`config.mk`:
```
export PLATFORM = sky130hd
export DESIGN_NAME = dcd_core
export DESIGN_NICKNAME = d
export VERILOG_FILES = /design/src/rtl/dcd_pkg.sv /design/src/rtl/dcd_core.sv
export VERILOG_INCLUDE_DIRS = /design/src /design/src/rtl
export SDC_FILE = /design/constraint.sdc
export NUM_CORES = 1
export LEC_CHECK = 0
export BUFFER_PORTS_ARGS = -buffer_cell sky130_fd_sc_hd__buf_2
export CORE_MARGIN = 2
export CORE_UTILIZATION = 45
export DETAILED_ROUTE_END_ITERATION = 10
export MAX_ROUTING_LAYER = met4
export PLACE_DENSITY = 0.66
export SYNTH_ARGS = -nofsm -noshare
export SYNTH_HDL_FRONTEND = slang
export SYNTH_SLANG_ARGS = --single-unit
```
`constraint.sdc`:
```
create_clock -name pclk -period 7.22 [get_ports pclk]
set_input_delay 2.166 -clock pclk [delete_from_list [all_inputs] [get_ports pclk]]
set_output_delay 2.166 -clock pclk [all_outputs]
set_load 0.05 [all_outputs]
```
`src/rtl/dcd_defines.svh`:
```
// constants, opcodes and field positions of the dual-cpu decode block
// Function
// - one init pin starts both cpus together; each takes its own start vector
// - each cpu has its own nonmaskable pin; vectors FFFA for A, FFF2 for B
// - rise_edge_input rising, fall_edge_input falling, low level request low level
// - timer expiry, other-cpu request and host events raise maskable requests
// - every source sets a status flag; per-cpu enables gate the request
// - a cpu ignores maskable requests while its mask flag is one
// - opcodes latch per cpu; one shared decoder makes that cpu's controls
// - multiply gives unsigned Y times A in 10 clocks; high in A, low in Y
// - bit force ops are zero page, five cycles, set or clear one bit
// - bit test branch: bit index from opcode, address byte two, offset byte three
// - bit test branch takes five, six same page, seven other page
// - set variant branches on one, clear variant on zero, else falls through
// - push index takes three cycles, pull index takes four
// - unconditional branch takes three cycles same page, four other page
// - decimal add and subtract take one cycle more than binary
// - init clears each cpu's decimal flag
// - indirect jump pointer high byte fetch carries into the page
// - carry follows bit eight carry out; set and clear carry ops force it
// - zero flag set when all eight result bits are zero, else cleared
// - mask flag set on init, on maskable and on own nonmaskable entry
// - unmask clears, mask and trap set; return and pull flags reload it
// - servicing one cpu leaves the other alone unless it enables that source
// - shared decoder serves the two cpus on alternating clocks
// - after init A loads start vector FFFC, B loads FFF4
`ifndef DCD_DEFINES_SVH
`define DCD_DEFINES_SVH
`define DCD_OP_MUL    8'h02
`define DCD_OP_BRA    8'h80
`define DCD_OP_PHX    8'hDA
`define DCD_OP_PHY    8'h5A
`define DCD_OP_PLX    8'hFA
`define DCD_OP_PLY    8'h7A
`define DCD_OP_SEC    8'h38
`define DCD_OP_CLC    8'h18
`define DCD_OP_SEI    8'h78
`define DCD_OP_CLI    8'h58
`define DCD_OP_SED    8'hF8
`define DCD_OP_CLD    8'hD8
`define DCD_OP_CLV    8'hB8
`define DCD_OP_BRK    8'h00
`define DCD_OP_PLP    8'h28
`define DCD_OP_RTI    8'h40
`define DCD_LO_BITF   4'h7
`define DCD_LO_BBX    4'hF
`define DCD_CC_ALU    2'h1
`define DCD_AAA_ADC   3'h3
`define DCD_AAA_SBC   3'h7
`define DCD_OP_LO     3:0
`define DCD_OP_BIT    6:4
`define DCD_OP_POL    7
`define DCD_OP_CC     1:0
`define DCD_OP_AAA    7:5
`define DCD_CYC_MUL   4'hA
`define DCD_CYC_BITF  4'h5
`define DCD_CYC_BBX   4'h5
`define DCD_CYC_BRA   4'h3
`define DCD_CYC_PUSH  4'h3
`define DCD_CYC_PULL  4'h4
`define DCD_CYC_MIN   4'h2
`define DCD_CNT_FIRST 4'h1
`define DCD_VEC_A_INI 16'hFFFC
`define DCD_VEC_A_NMI 16'hFFFA
`define DCD_VEC_A_IRQ 16'hFFFE
`define DCD_VEC_B_INI 16'hFFF4
`define DCD_VEC_B_NMI 16'hFFF2
`define DCD_VEC_B_IRQ 16'hFFF6
`define DCD_F_C       0
`define DCD_F_Z       1
`define DCD_F_I       2
`define DCD_F_D       3
`define DCD_F_V       6
`define DCD_F_N       7
`define DCD_EV_RISE   0
`define DCD_EV_LVL    2
`define DCD_REG_EVT   8'h00
`define DCD_REG_ENA   8'h04
`define DCD_REG_ENB   8'h08
`define DCD_REG_PSA   8'h0C
`define DCD_REG_PSB   8'h10
`endif

```
`src/rtl/dcd_pkg.sv`:
```
// types shared by the dual-cpu decode block
package dcd_pkg;
   typedef enum logic [1:0] {DCD_IDLE, DCD_EXEC, DCD_INTS} dcd_mode_t;
   typedef enum logic [1:0] {DCD_K_INIT, DCD_K_NMI, DCD_K_IRQ} dcd_kind_t;
   typedef struct packed {
      logic                  slot;
      logic [1:0]            busy;
      dcd_mode_t [1:0]       mode;
      dcd_kind_t [1:0]       kind;
      logic [1:0][7:0]       ir;
      logic [1:0][7:0]       opnd;
      logic [1:0][3:0]       cnt;
      logic [1:0][3:0]       len;
      logic [1:0]            tk;
      logic [1:0][15:0]      prod;
      logic [1:0][7:0]       ps;
      logic [1:0]            nmi_prev;
      logic [1:0]            nmi_pend;
      logic                  rise_prev;
      logic                  fall_prev;
      logic [7:0]            ev;
      logic [1:0][7:0]       en;
      logic [1:0]            irq;
      logic                  done;
      logic                  done_cpu;
      logic                  taken;
      logic                  vec_req;
      logic                  vec_cpu;
      logic [15:0]           vec_addr;
      logic                  pvld;
      logic [15:0]           product;
      logic                  bwr;
      logic [7:0]            bdata;
      logic [15:0]           ind_hi;
      logic [31:0]           prdata;
      logic                  pready;
      logic                  pslverr;
   } dcd_state_t;
endpackage

```
`src/rtl/dcd_core.sv`:
```
// shared decoder, interrupt sequencer and status flags of two 8-bit cpus
`timescale 1ns/1ps
`include "dcd_defines.svh"
module dcd_core #(
   parameter int INT_CYCLES = 7
) (
   input  wire logic        pclk,
   input  wire logic        presetn,
   input  wire logic        clk_en,
   input  wire logic        common_init_pin_n,
   input  wire logic        cpu_a_nonmaskable_pin_n,
   input  wire logic        cpu_b_nonmaskable_pin_n,
   input  wire logic        rise_edge_input,
   input  wire logic        fall_edge_input,
   input  wire logic        low_level_request_input_n,
   input  wire logic        timer_a_expire,
   input  wire logic        timer_b_expire,
   input  wire logic        host_event,
   input  wire logic        ipc_req_to_a,
   input  wire logic        ipc_req_to_b,
   input  wire logic        opcode_load,
   input  wire logic [7:0]  opcode_in,
   input  wire logic [7:0]  bus_data,
   input  wire logic        page_cross,
   input  wire logic [3:0]  legacy_cycles,
   input  wire logic [7:0]  reg_a_in,
   input  wire logic [7:0]  reg_y_in,
   input  wire logic [15:0] ind_ptr,
   input  wire logic        alu_valid,
   input  wire logic [7:0]  alu_result,
   input  wire logic        alu_carry_valid,
   input  wire logic        alu_carry,
   input  wire logic        psel,
   input  wire logic        penable,
   input  wire logic        pwrite,
   input  wire logic [7:0]  paddr,
   input  wire logic [31:0] pwdata,
   output logic             active_cpu,
   output logic [1:0]       busy,
   output logic [1:0]       irq_req,
   output logic             instr_done,
   output logic             done_cpu,
   output logic             branch_taken,
   output logic             vec_req,
   output logic             vec_cpu,
   output logic [15:0]      vec_addr,
   output logic             product_valid,
   output logic [15:0]      product,
   output logic             bit_write,
   output logic [7:0]       bit_write_data,
   output logic [15:0]      ptr_hi_addr,
   output logic [7:0]       flags_a,
   output logic [7:0]       flags_b,
   output logic [31:0]      prdata,
   output logic             pready,
   output logic             pslverr
);

   localparam logic [3:0] INT_CYC = 4'(INT_CYCLES);

   dcd_pkg::dcd_state_t st_q;
   dcd_pkg::dcd_state_t st_d;

   // the counter is four bits wide, so a longer entry cannot be served
   generate
      if (INT_CYCLES < 2 || INT_CYCLES > 15)
      begin : g_chk
         $error("INT_CYCLES must lie in 2..15");
      end
   endgenerate

   // branch decision of the bit test and always branches
   function automatic logic f_tk(input logic [7:0] op, input logic [7:0] d);
      logic hit;
      hit = 1'b0;
      if (op[`DCD_OP_LO] == `DCD_LO_BBX)
         hit = (d[op[`DCD_OP_BIT]] == op[`DCD_OP_POL]);
      else if (op == `DCD_OP_BRA)
         hit = 1'b1;
      return hit;
   endfunction

   // instruction length in the cpu's own clocks
   function automatic logic [3:0] f_len(input logic [7:0] op,
                                        input logic       dec,
                                        input logic       tk,
                                        input logic       pc,
                                        input logic [3:0] leg);
      logic [3:0] n;
      n = (leg < `DCD_CYC_MIN) ? `DCD_CYC_MIN : leg;
      if (op == `DCD_OP_MUL)
         n = `DCD_CYC_MUL;
      else if (op[`DCD_OP_LO] == `DCD_LO_BITF)
         n = `DCD_CYC_BITF;
      else if (op[`DCD_OP_LO] == `DCD_LO_BBX)
         n = `DCD_CYC_BBX + {3'h0, tk} + {3'h0, tk & pc};
      else if (op == `DCD_OP_BRA)
         n = `DCD_CYC_BRA + {3'h0, pc};
      else if (op == `DCD_OP_PHX || op == `DCD_OP_PHY)
         n = `DCD_CYC_PUSH;
      else if (op == `DCD_OP_PLX || op == `DCD_OP_PLY)
         n = `DCD_CYC_PULL;
      else if (dec && op[`DCD_OP_CC] == `DCD_CC_ALU &&
               (op[`DCD_OP_AAA] == `DCD_AAA_ADC || op[`DCD_OP_AAA] == `DCD_AAA_SBC))
         n = n + `DCD_CYC_MIN - 4'h1;
      return n;
   endfunction

   // handler address per cpu and entry kind
   function automatic logic [15:0] f_vec(input logic cpu, input dcd_pkg::dcd_kind_t k);
      logic [15:0] v;
      case (k)
         dcd_pkg::DCD_K_NMI: v = cpu ? `DCD_VEC_B_NMI : `DCD_VEC_A_NMI;
         dcd_pkg::DCD_K_IRQ: v = cpu ? `DCD_VEC_B_IRQ : `DCD_VEC_A_IRQ;
         default:            v = cpu ? `DCD_VEC_B_INI : `DCD_VEC_A_INI;
      endcase
      return v;
   endfunction

   // next state: one cpu slot per clock, then alu, pins, init and bus
   always_comb
   begin
      logic       c;
      logic       rq;
      logic       acc;
      logic       hit;
      logic [1:0] nmi_n;
      logic [7:0] evs;
      logic [7:0] op;
      logic [31:0] rd;
      c     = st_q.slot;
      rq    = 1'b0;
      acc   = psel & penable;
      hit   = 1'b1;
      nmi_n = {cpu_b_nonmaskable_pin_n, cpu_a_nonmaskable_pin_n};
      evs   = 8'h00;
      op    = st_q.ir[st_q.slot];
      rd    = 32'h0000_0000;
      st_d  = st_q;
      st_d.done    = 1'b0;
      st_d.vec_req = 1'b0;
      st_d.pvld    = 1'b0;
      st_d.taken   = 1'b0;
      st_d.bwr     = 1'b0;
      st_d.slot    = ~st_q.slot;

      // the decoder serves only the cpu that owns this clock
      rq = (|(st_q.ev & st_q.en[c])) & ~st_q.ps[c][`DCD_F_I];
      case (st_q.mode[c])
         dcd_pkg::DCD_IDLE:
         begin
            if (st_q.nmi_pend[c] || rq)
            begin
               st_d.mode[c] = dcd_pkg::DCD_INTS;
               st_d.kind[c] = st_q.nmi_pend[c] ? dcd_pkg::DCD_K_NMI : dcd_pkg::DCD_K_IRQ;
               st_d.cnt[c]  = `DCD_CNT_FIRST;
               st_d.nmi_pend[c] = 1'b0;
               st_d.ps[c][`DCD_F_I] = 1'b1;
            end
            else if (opcode_load)
            begin
               st_d.mode[c] = dcd_pkg::DCD_EXEC;
               st_d.ir[c]   = opcode_in;
               st_d.opnd[c] = bus_data;
               st_d.tk[c]   = f_tk(opcode_in, bus_data);
               st_d.len[c]  = f_len(opcode_in, st_q.ps[c][`DCD_F_D],
                                    f_tk(opcode_in, bus_data), page_cross,
                                    legacy_cycles);
               st_d.cnt[c]  = `DCD_CNT_FIRST;
               st_d.prod[c] = {8'h00, reg_a_in} * {8'h00, reg_y_in};
               st_d.ind_hi  = ind_ptr + 16'h0001;
            end
         end
         dcd_pkg::DCD_EXEC:
         begin
            if (st_q.cnt[c] + 4'h1 == st_q.len[c])
            begin
               st_d.mode[c]  = dcd_pkg::DCD_IDLE;
               st_d.done     = 1'b1;
               st_d.done_cpu = c;
               st_d.taken    = st_q.tk[c];
               case (op)
                  `DCD_OP_SEC: st_d.ps[c][`DCD_F_C] = 1'b1;
                  `DCD_OP_CLC: st_d.ps[c][`DCD_F_C] = 1'b0;
                  `DCD_OP_SEI: st_d.ps[c][`DCD_F_I] = 1'b1;
                  `DCD_OP_CLI: st_d.ps[c][`DCD_F_I] = 1'b0;
                  `DCD_OP_SED: st_d.ps[c][`DCD_F_D] = 1'b1;
                  `DCD_OP_CLD: st_d.ps[c][`DCD_F_D] = 1'b0;
                  `DCD_OP_CLV: st_d.ps[c][`DCD_F_V] = 1'b0;
                  `DCD_OP_PLP: st_d.ps[c] = st_q.opnd[c];
                  `DCD_OP_RTI: st_d.ps[c] = st_q.opnd[c];
                  `DCD_OP_BRK:
                  begin
                     st_d.ps[c][`DCD_F_I] = 1'b1;
                     st_d.vec_req  = 1'b1;
                     st_d.vec_cpu  = c;
                     st_d.vec_addr = f_vec(c, dcd_pkg::DCD_K_IRQ);
                  end
                  `DCD_OP_MUL:
                  begin
                     st_d.pvld    = 1'b1;
                     st_d.product = st_q.prod[c];
                  end
                  default:
                  begin
                     // bit force writes back the operand with one bit changed
                     if (op[`DCD_OP_LO] == `DCD_LO_BITF)
                     begin
                        st_d.bwr   = 1'b1;
                        st_d.bdata = st_q.opnd[c];
                        st_d.bdata[op[`DCD_OP_BIT]] = op[`DCD_OP_POL];
                     end
                  end
               endcase
            end
            else
               st_d.cnt[c] = st_q.cnt[c] + 4'h1;
         end
         dcd_pkg::DCD_INTS:
         begin
            if (st_q.cnt[c] + 4'h1 == INT_CYC)
            begin
               st_d.mode[c]  = dcd_pkg::DCD_IDLE;
               st_d.vec_req  = 1'b1;
               st_d.vec_cpu  = c;
               st_d.vec_addr = f_vec(c, st_q.kind[c]);
            end
            else
               st_d.cnt[c] = st_q.cnt[c] + 4'h1;
         end
         default: st_d.mode[c] = dcd_pkg::DCD_IDLE;
      endcase

      // alu results land in the flags of the cpu owning this clock
      if (alu_valid)
      begin
         st_d.ps[c][`DCD_F_Z] = (alu_result == 8'h00);
         st_d.ps[c][`DCD_F_N] = alu_result[`DCD_F_N];
         if (alu_carry_valid)
            st_d.ps[c][`DCD_F_C] = alu_carry;
      end

      // pin edges; a new nonmaskable edge wins over the take above
      for (int i = 0; i < 2; i++)
      begin
         st_d.nmi_prev[i] = nmi_n[i];
         if (st_q.nmi_prev[i] && !nmi_n[i])
            st_d.nmi_pend[i] = 1'b1;
      end
      st_d.rise_prev = rise_edge_input;
      st_d.fall_prev = fall_edge_input;
      evs = {ipc_req_to_b, ipc_req_to_a, host_event, timer_b_expire, timer_a_expire,
             1'b0, st_q.fall_prev & ~fall_edge_input,
             rise_edge_input & ~st_q.rise_prev};

      // both cpus held in their entry sequence while the init pin is low
      if (!common_init_pin_n)
      begin
         for (int i = 0; i < 2; i++)
         begin
            st_d.mode[i] = dcd_pkg::DCD_INTS;
            st_d.kind[i] = dcd_pkg::DCD_K_INIT;
            st_d.cnt[i]  = `DCD_CNT_FIRST;
            st_d.nmi_pend[i] = 1'b0;
            st_d.ps[i][`DCD_F_I] = 1'b1;
            st_d.ps[i][`DCD_F_D] = 1'b0;
         end
      end

      // apb: one wait state, then the access completes
      case (paddr)
         `DCD_REG_EVT: rd = {24'h000000, st_q.ev};
         `DCD_REG_ENA: rd = {24'h000000, st_q.en[0]};
         `DCD_REG_ENB: rd = {24'h000000, st_q.en[1]};
         `DCD_REG_PSA: rd = {24'h000000, st_q.ps[0]};
         `DCD_REG_PSB: rd = {24'h000000, st_q.ps[1]};
         default:      hit = 1'b0;
      endcase
      st_d.pready  = acc & ~st_q.pready;
      st_d.pslverr = acc & ~st_q.pready & ~hit;
      if (acc && !st_q.pready)
         st_d.prdata = rd;
      if (acc && st_q.pready && pwrite)
      begin
         if (paddr == `DCD_REG_EVT)
            st_d.ev = st_q.ev & ~pwdata[7:0];
         if (paddr == `DCD_REG_ENA)
            st_d.en[0] = pwdata[7:0];
         if (paddr == `DCD_REG_ENB)
            st_d.en[1] = pwdata[7:0];
      end
      // a source event outranks a software clear in the same clock
      st_d.ev = st_d.ev | evs;
      st_d.ev[`DCD_EV_LVL] = ~low_level_request_input_n;

      for (int i = 0; i < 2; i++)
      begin
         st_d.busy[i] = (st_d.mode[i] != dcd_pkg::DCD_IDLE);
         st_d.irq[i]  = (|(st_d.ev & st_d.en[i])) & ~st_d.ps[i][`DCD_F_I];
      end
   end

   // state register; clk_en low freezes everything, bus included
   always_ff @(posedge pclk or negedge presetn)
   begin
      if (!presetn)
      begin
         st_q           <= '0;
         st_q.mode      <= '{dcd_pkg::DCD_INTS, dcd_pkg::DCD_INTS};
         st_q.busy      <= 2'b11;
         st_q.cnt       <= {`DCD_CNT_FIRST, `DCD_CNT_FIRST};
         st_q.ps        <= {8'h04, 8'h04};
         st_q.nmi_prev  <= 2'b11;
         st_q.rise_prev <= 1'b1;
      end
      else if (clk_en)
         st_q <= st_d;
   end

   // outputs straight from the state register
   assign active_cpu     = st_q.slot;
   assign busy           = st_q.busy;
   assign irq_req        = st_q.irq;
   assign instr_done     = st_q.done;
   assign done_cpu       = st_q.done_cpu;
   assign branch_taken   = st_q.taken;
   assign vec_req        = st_q.vec_req;
   assign vec_cpu        = st_q.vec_cpu;
   assign vec_addr       = st_q.vec_addr;
   assign product_valid  = st_q.pvld;
   assign product        = st_q.product;
   assign bit_write      = st_q.bwr;
   assign bit_write_data = st_q.bdata;
   assign ptr_hi_addr    = st_q.ind_hi;
   assign flags_a        = st_q.ps[0];
   assign flags_b        = st_q.ps[1];
   assign prdata         = st_q.prdata;
   assign pready         = st_q.pready;
   assign pslverr        = st_q.pslverr;
endmodule

```
# ---- After elaboration in Yosys (flattened, before gate mapping)
# Cells that the tools add are included.
dict set report totals {
  ff_bits 238
  output_inout_bits 118
  word_cells 316
  input_bits 122
}
dict set report op_classes {
  add_sub_neg 7
  n_mul 1
  n_mux 124
  n_lt_le_gt_ge 6
  reduce_logical 40
  n_bitwise 50
  eq_ne 46
}
# cell n
set op_table {}
lappend op_table {{2-to-1 mux 8 bit} 16}
lappend op_table {{one-hot mux 16 bit (8 select lines)} 1}
lappend op_table {{2-to-1 mux 16 bit} 7}
lappend op_table {{2-to-1 mux 4 bit} 27}
lappend op_table {{bitwise mux 16 bit} 6}
lappend op_table {{2-to-1 mux 82 bit} 1}
lappend op_table {{bitwise AND 16 bit} 4}
lappend op_table {{NOT 16 bit} 4}
lappend op_table {{demux 8 bit (select 1 bit)} 7}
lappend op_table {{equality test 8 bit, second input constant} 6}
lappend op_table {{OR 16 bit} 3}
lappend op_table {{2-to-1 mux 47 bit} 1}
lappend op_table {{equality test 8 x 7 -> 1 bit, second input constant} 5}
lappend op_table {{one-hot mux 8 bit (5 select lines)} 1}
lappend op_table {{2-to-1 mux 18 bit} 2}
lappend op_table {{2-to-1 mux 36 bit} 1}
lappend op_table {{one-hot mux 18 bit (2 select lines)} 1}
lappend op_table {{bitwise AND 8 bit} 4}
lappend op_table {{bitwise mux 32 bit} 1}
lappend op_table {{2-to-1 mux 32 bit} 1}
lappend op_table {{one-hot mux 16 bit (2 select lines)} 1}
lappend op_table {{2-to-1 mux 26 bit} 1}
lappend op_table {{bitwise mux 8 bit} 3}
lappend op_table {{logical NOT 8 bit} 3}
lappend op_table {{other kinds (74)} 167}

# ---- Longest topological paths before layout
dict set report logic_depth {
  ltp_word 22
  ltp_mapped 19
}

# ---- Least setup slack after synthesis
# OpenSTA, ideal clock, no wires.
dict set report synth_path {
  path_kind {input to register}
  from {in reg_y_in[2]}
  to {reg st_q[175] in the netlist's numbering}
  arrival_time_ns 5.860
  path_slack_ns 1.232
  path_stages 15
  setup_time_ns 0.128
  cell_sequence {nand2_1 fa_1 fa_1 inv_1 fa_1 inv_1 fa_1 inv_1 ha_1 or2_2 a21oi_1 o31ai_1 o41ai_1 xnor2_1 mux2_1}
}
dict set report synth_via {
  elab_chain_len 2
}
# element line
set synth_rtl {}
lappend synth_rtl {{start: declaration} dcd_core.sv:27} ;# input wire logic [7:0] reg_y_in,
lappend synth_rtl {{multiplier 8 x 8 -> 16 bit} dcd_core.sv:170} ;# st_d.prod[c] = {8'h00, reg_a_in} * {8'h00, reg_y_in};
lappend synth_rtl {{bitwise mux 32 bit} dcd_core.sv:170}
lappend synth_rtl {{end signal: assignment} dcd_core.sv:317} ;# st_q <= st_d;
lappend synth_rtl {{end: declaration} dcd_core.sv:61} ;# dcd_pkg::dcd_state_t st_q;
# No other way between the ends.
# A chain may end at the register's enable or synchronous reset.

# ---- Final worst setup path
dict set report layout_path {
  from {in reg_a_in[5]}
  to {reg st_q[175] in the netlist's numbering}
}
dict set report layout_via {
  elab_chain_len 2
}
# element line
set layout_rtl {}
lappend layout_rtl {{start: declaration} dcd_core.sv:26} ;# input wire logic [7:0] reg_a_in,
lappend layout_rtl {{multiplier 8 x 8 -> 16 bit} dcd_core.sv:170}
lappend layout_rtl {{bitwise mux 32 bit} dcd_core.sv:170}
# No other way between the ends.

==> metrics.yaml <==
layout:
  fin_nets: 1749
  area_growth_pct: 10.1
  mostFrequentLayoutCells: "190 x dfrtp_1, 189 x buf_2, 147 x nand2_1, 79 x mux2_2"
  fill_cells: 2910
  final_common_cell: "dfrtp_1"
  finalNonFillerCells: 1961
  drive_gt1_frac: 0.224
global_routing:
  grt_antenna_before_repair: 1
  grt_pass1_vias: 10978
  grt_max_degree: 112
  grtUsageTotal: 0.229
  grt_pass1_wl_um: 59100
  grt_overflow: 0
synthesis:
  synth-seq-area-share: 0.360
  async_flop_share: 1.00
  synth_top_area_cell: "dfrtp_1"
  synth_cell_types: 85
  synth-seq-cells: 202
  ys.flop_type: "dfrtp_1"
  yosysTopAreaCellShare: 0.339
  syn_avg_cell_area_um2: 9.62
  ys_warn_count: 0
  synthesis.instances: 1464
  synth_top_cells_by_area: "dfrtp_1 34%, mux2_2 6.3%, buf_4 6.1%"
  syn-cell-area_mm2: 0.0141
  synth-edff-count: 0
floorplan:
  std_cell_rows: 64
  die_h_um: 181
  io_pins: 240
  fp.dieArea_mm2: 0.0327
  start_util: 0.458
  die_x_um: 181
  core_area_mm2: 0.0307
clocking:
  cts_tree: "yes"
  cts-htree-levels: 1
  cts_buffers: 25
  clk_pin_slew_ns: 0.06
  cts_resized: 0
  postCtsSetupRepairBufs: 0
  clock_latency_ns: 0.52
  hold_buffers: 0
  clk_path_buf_depth: 3
  clock_sinks: 202
  root_buffer: "clkbuf_16"
run:
  maxCapViolations: 0
place:
  dp_hpwl_um: 26400
  placed_cells: 1915
  routabilityCongestion: 0.907
  post-place-ws_ns: 0.790
  portBuffers: 190
setup_path:
  worstPathRequired_ns: 7.62
  cp_max_fo: 8
  cp-end-kind: "flip-flop"
  rrSetupSlack_ns: 2.47
  critPathKind: "input pin to flip-flop"
  cp-start-kind: "input pin"
  cp.arrival_ns: 6.29
timing:
  skew_ns: 0.0173
  setup_viol: 0
  holdWs_ns: 0.473
  relSlewSlack: 0.278
  finalSetupTns_ns: 0
  finalHoldViolCount: 0
  layout_setup_ws_ns: 1.33
  max_slew.worst_pin.slew_ns: 1.08
  max_freq_mhz: 170
  rsz0062_at_grt: "no"
  fin_crit_ns: 5.89
  maxSlewViolCount: 0
  fin_crit_sh: 0.816
pwr:
  ir_worst_vdd_mv: 0.182
  cellLeakagePower_uw: 0.00755
  p_per_area_mw_per_mm2: 344
hold_path:
  min_path_type: "flip-flop to flip-flop"
route:
  wl_per_cell_um: 18.3
  dr.pass1.iters: 6
  via_per_inst: 5.66
  drtAntennaViolNets: 0
  via_count: 11096
  drc_errors: 0
  routed_wl_um: 36000
  drt_iter0_drc: 608
outcome:
  outcome: "complete, no violations"
-- power by group --
group	switching, uW	leakage [uW]	internal, uW
registers	331	0.00260	1440
clock network	485	0.000432	857
logic	1390	0.00452	837
-- critical path: stages --
cell and delay, ns:
buf_2 0.17, nand2_1 0.10, fa_1 0.52, fa_1 0.54
inv_1 0.05, fa_1 0.47, inv_1 0.05, fa_1 0.47
inv_1 0.04, ha_1 0.31, or2_2 0.29, a21oi_1 0.20
o31ai_1 0.12, o41ai_1 0.34, xnor2_1 0.15, mux2_1 0.30
-- logic make-up (layout without fill, tap and decap cells) --
group	after synthesis	count (layout)	share of synthesized area
AOI/OAI and AO/OA	298	298	0.141
xor gates and xnor gates	38	38	0.0236
adders and majority gates	81	81	0.0911
buffers and inverters	240	316	0.0964
DFF	202	202	0.360
muxes	160	160	0.126
other	1	26	0.000266
and+or+nand+nor	444	444	0.162
-- cell usage after synthesis (all sizes together) (4+ instances only) --
library cell,number
dfrtp,191
nand2,148
buf,134
mux2,118
o21ai,80
nor2,74
a21oi,72
inv,70
and2,56
nand3,49
ha,45
mux2i,40
fa,36
clkbuf,35
xnor2,25
a22o,21
nor3,20
nor2b,14
a221oi,13
xor2,13
and3,12
o22ai,12
a21o,11
a31oi,11
dfstp,11
o211ai,11
or3,11
nor3b,9
nand4,8
or4,8
a32o,7
nand4b,7
a211oi,6
a21boi,6
nand2b,6
nand3b,6
o21a,6
a22oi,5
a32oi,4
o2111ai,4
-- path summary, 6_finish.rpt --
path	startpoint	end	depth (start not counted)
min in group asynchronous	presetn	st_q[108]	1
max in group asynchronous	presetn	bit_write_data[4]	2
hold reg to reg	st_q[161]	st_q[161]	2
setup reg to reg	active_cpu	st_q[181]	8
setup / recovery	reg_a_in[5]	st_q[175]	16
hold / removal	st_q[161]	st_q[161]	2
-- per-layer routing --
metal / global-route usage / vias up / share of wire
met5: - / - / 0
met4: 0.0660 / 0 / 0.031
met3: 0.0353 / 68 / 0.057
met2: 0.362 / 370 / 0.46
met1: 0.306 / 5440 / 0.45
li1: - / 5218 / -
-- metrics by stage --
| stage | area [um^2] | power [uW] | util |
|---|---|---|---|
| after floorplan | 14200 | 3520 | - |
| after global placement | 14600 | 3950 | 0.476 |
| after detailed placement | 14600 | 4000 | 0.476 |
| after CTS | 15500 | 5370 | 0.505 |
| after global routing | 15500 | 5710 | 0.505 |
| final | 15500 | 5330 | 0.505 |
-- registers in the layout, indices dropped and copies added (netlist names), 4 cells and up --
name            count
bit_write_data      8
flags_a             8
flags_b             8
prdata              8
product            16
ptr_hi_addr        16
st_q              120
vec_addr            4
-- area by class of cell --
class	count	area (um^2)	share of cell area
Timing Repair Buffer	200	1030	0.0667
Inverter	71	267	0.0172
Multi-Input combinational cell	1046	7760	0.500
Antenna cell	1	2.50	0.000161
Clock buffer	36	707	0.0456
Sequential cell	202	5070	0.327
Clock inverter	9	178	0.0114
Tap cell	396	495	0.0319
No activity file was read; power rests on OpenSTA's default activity.
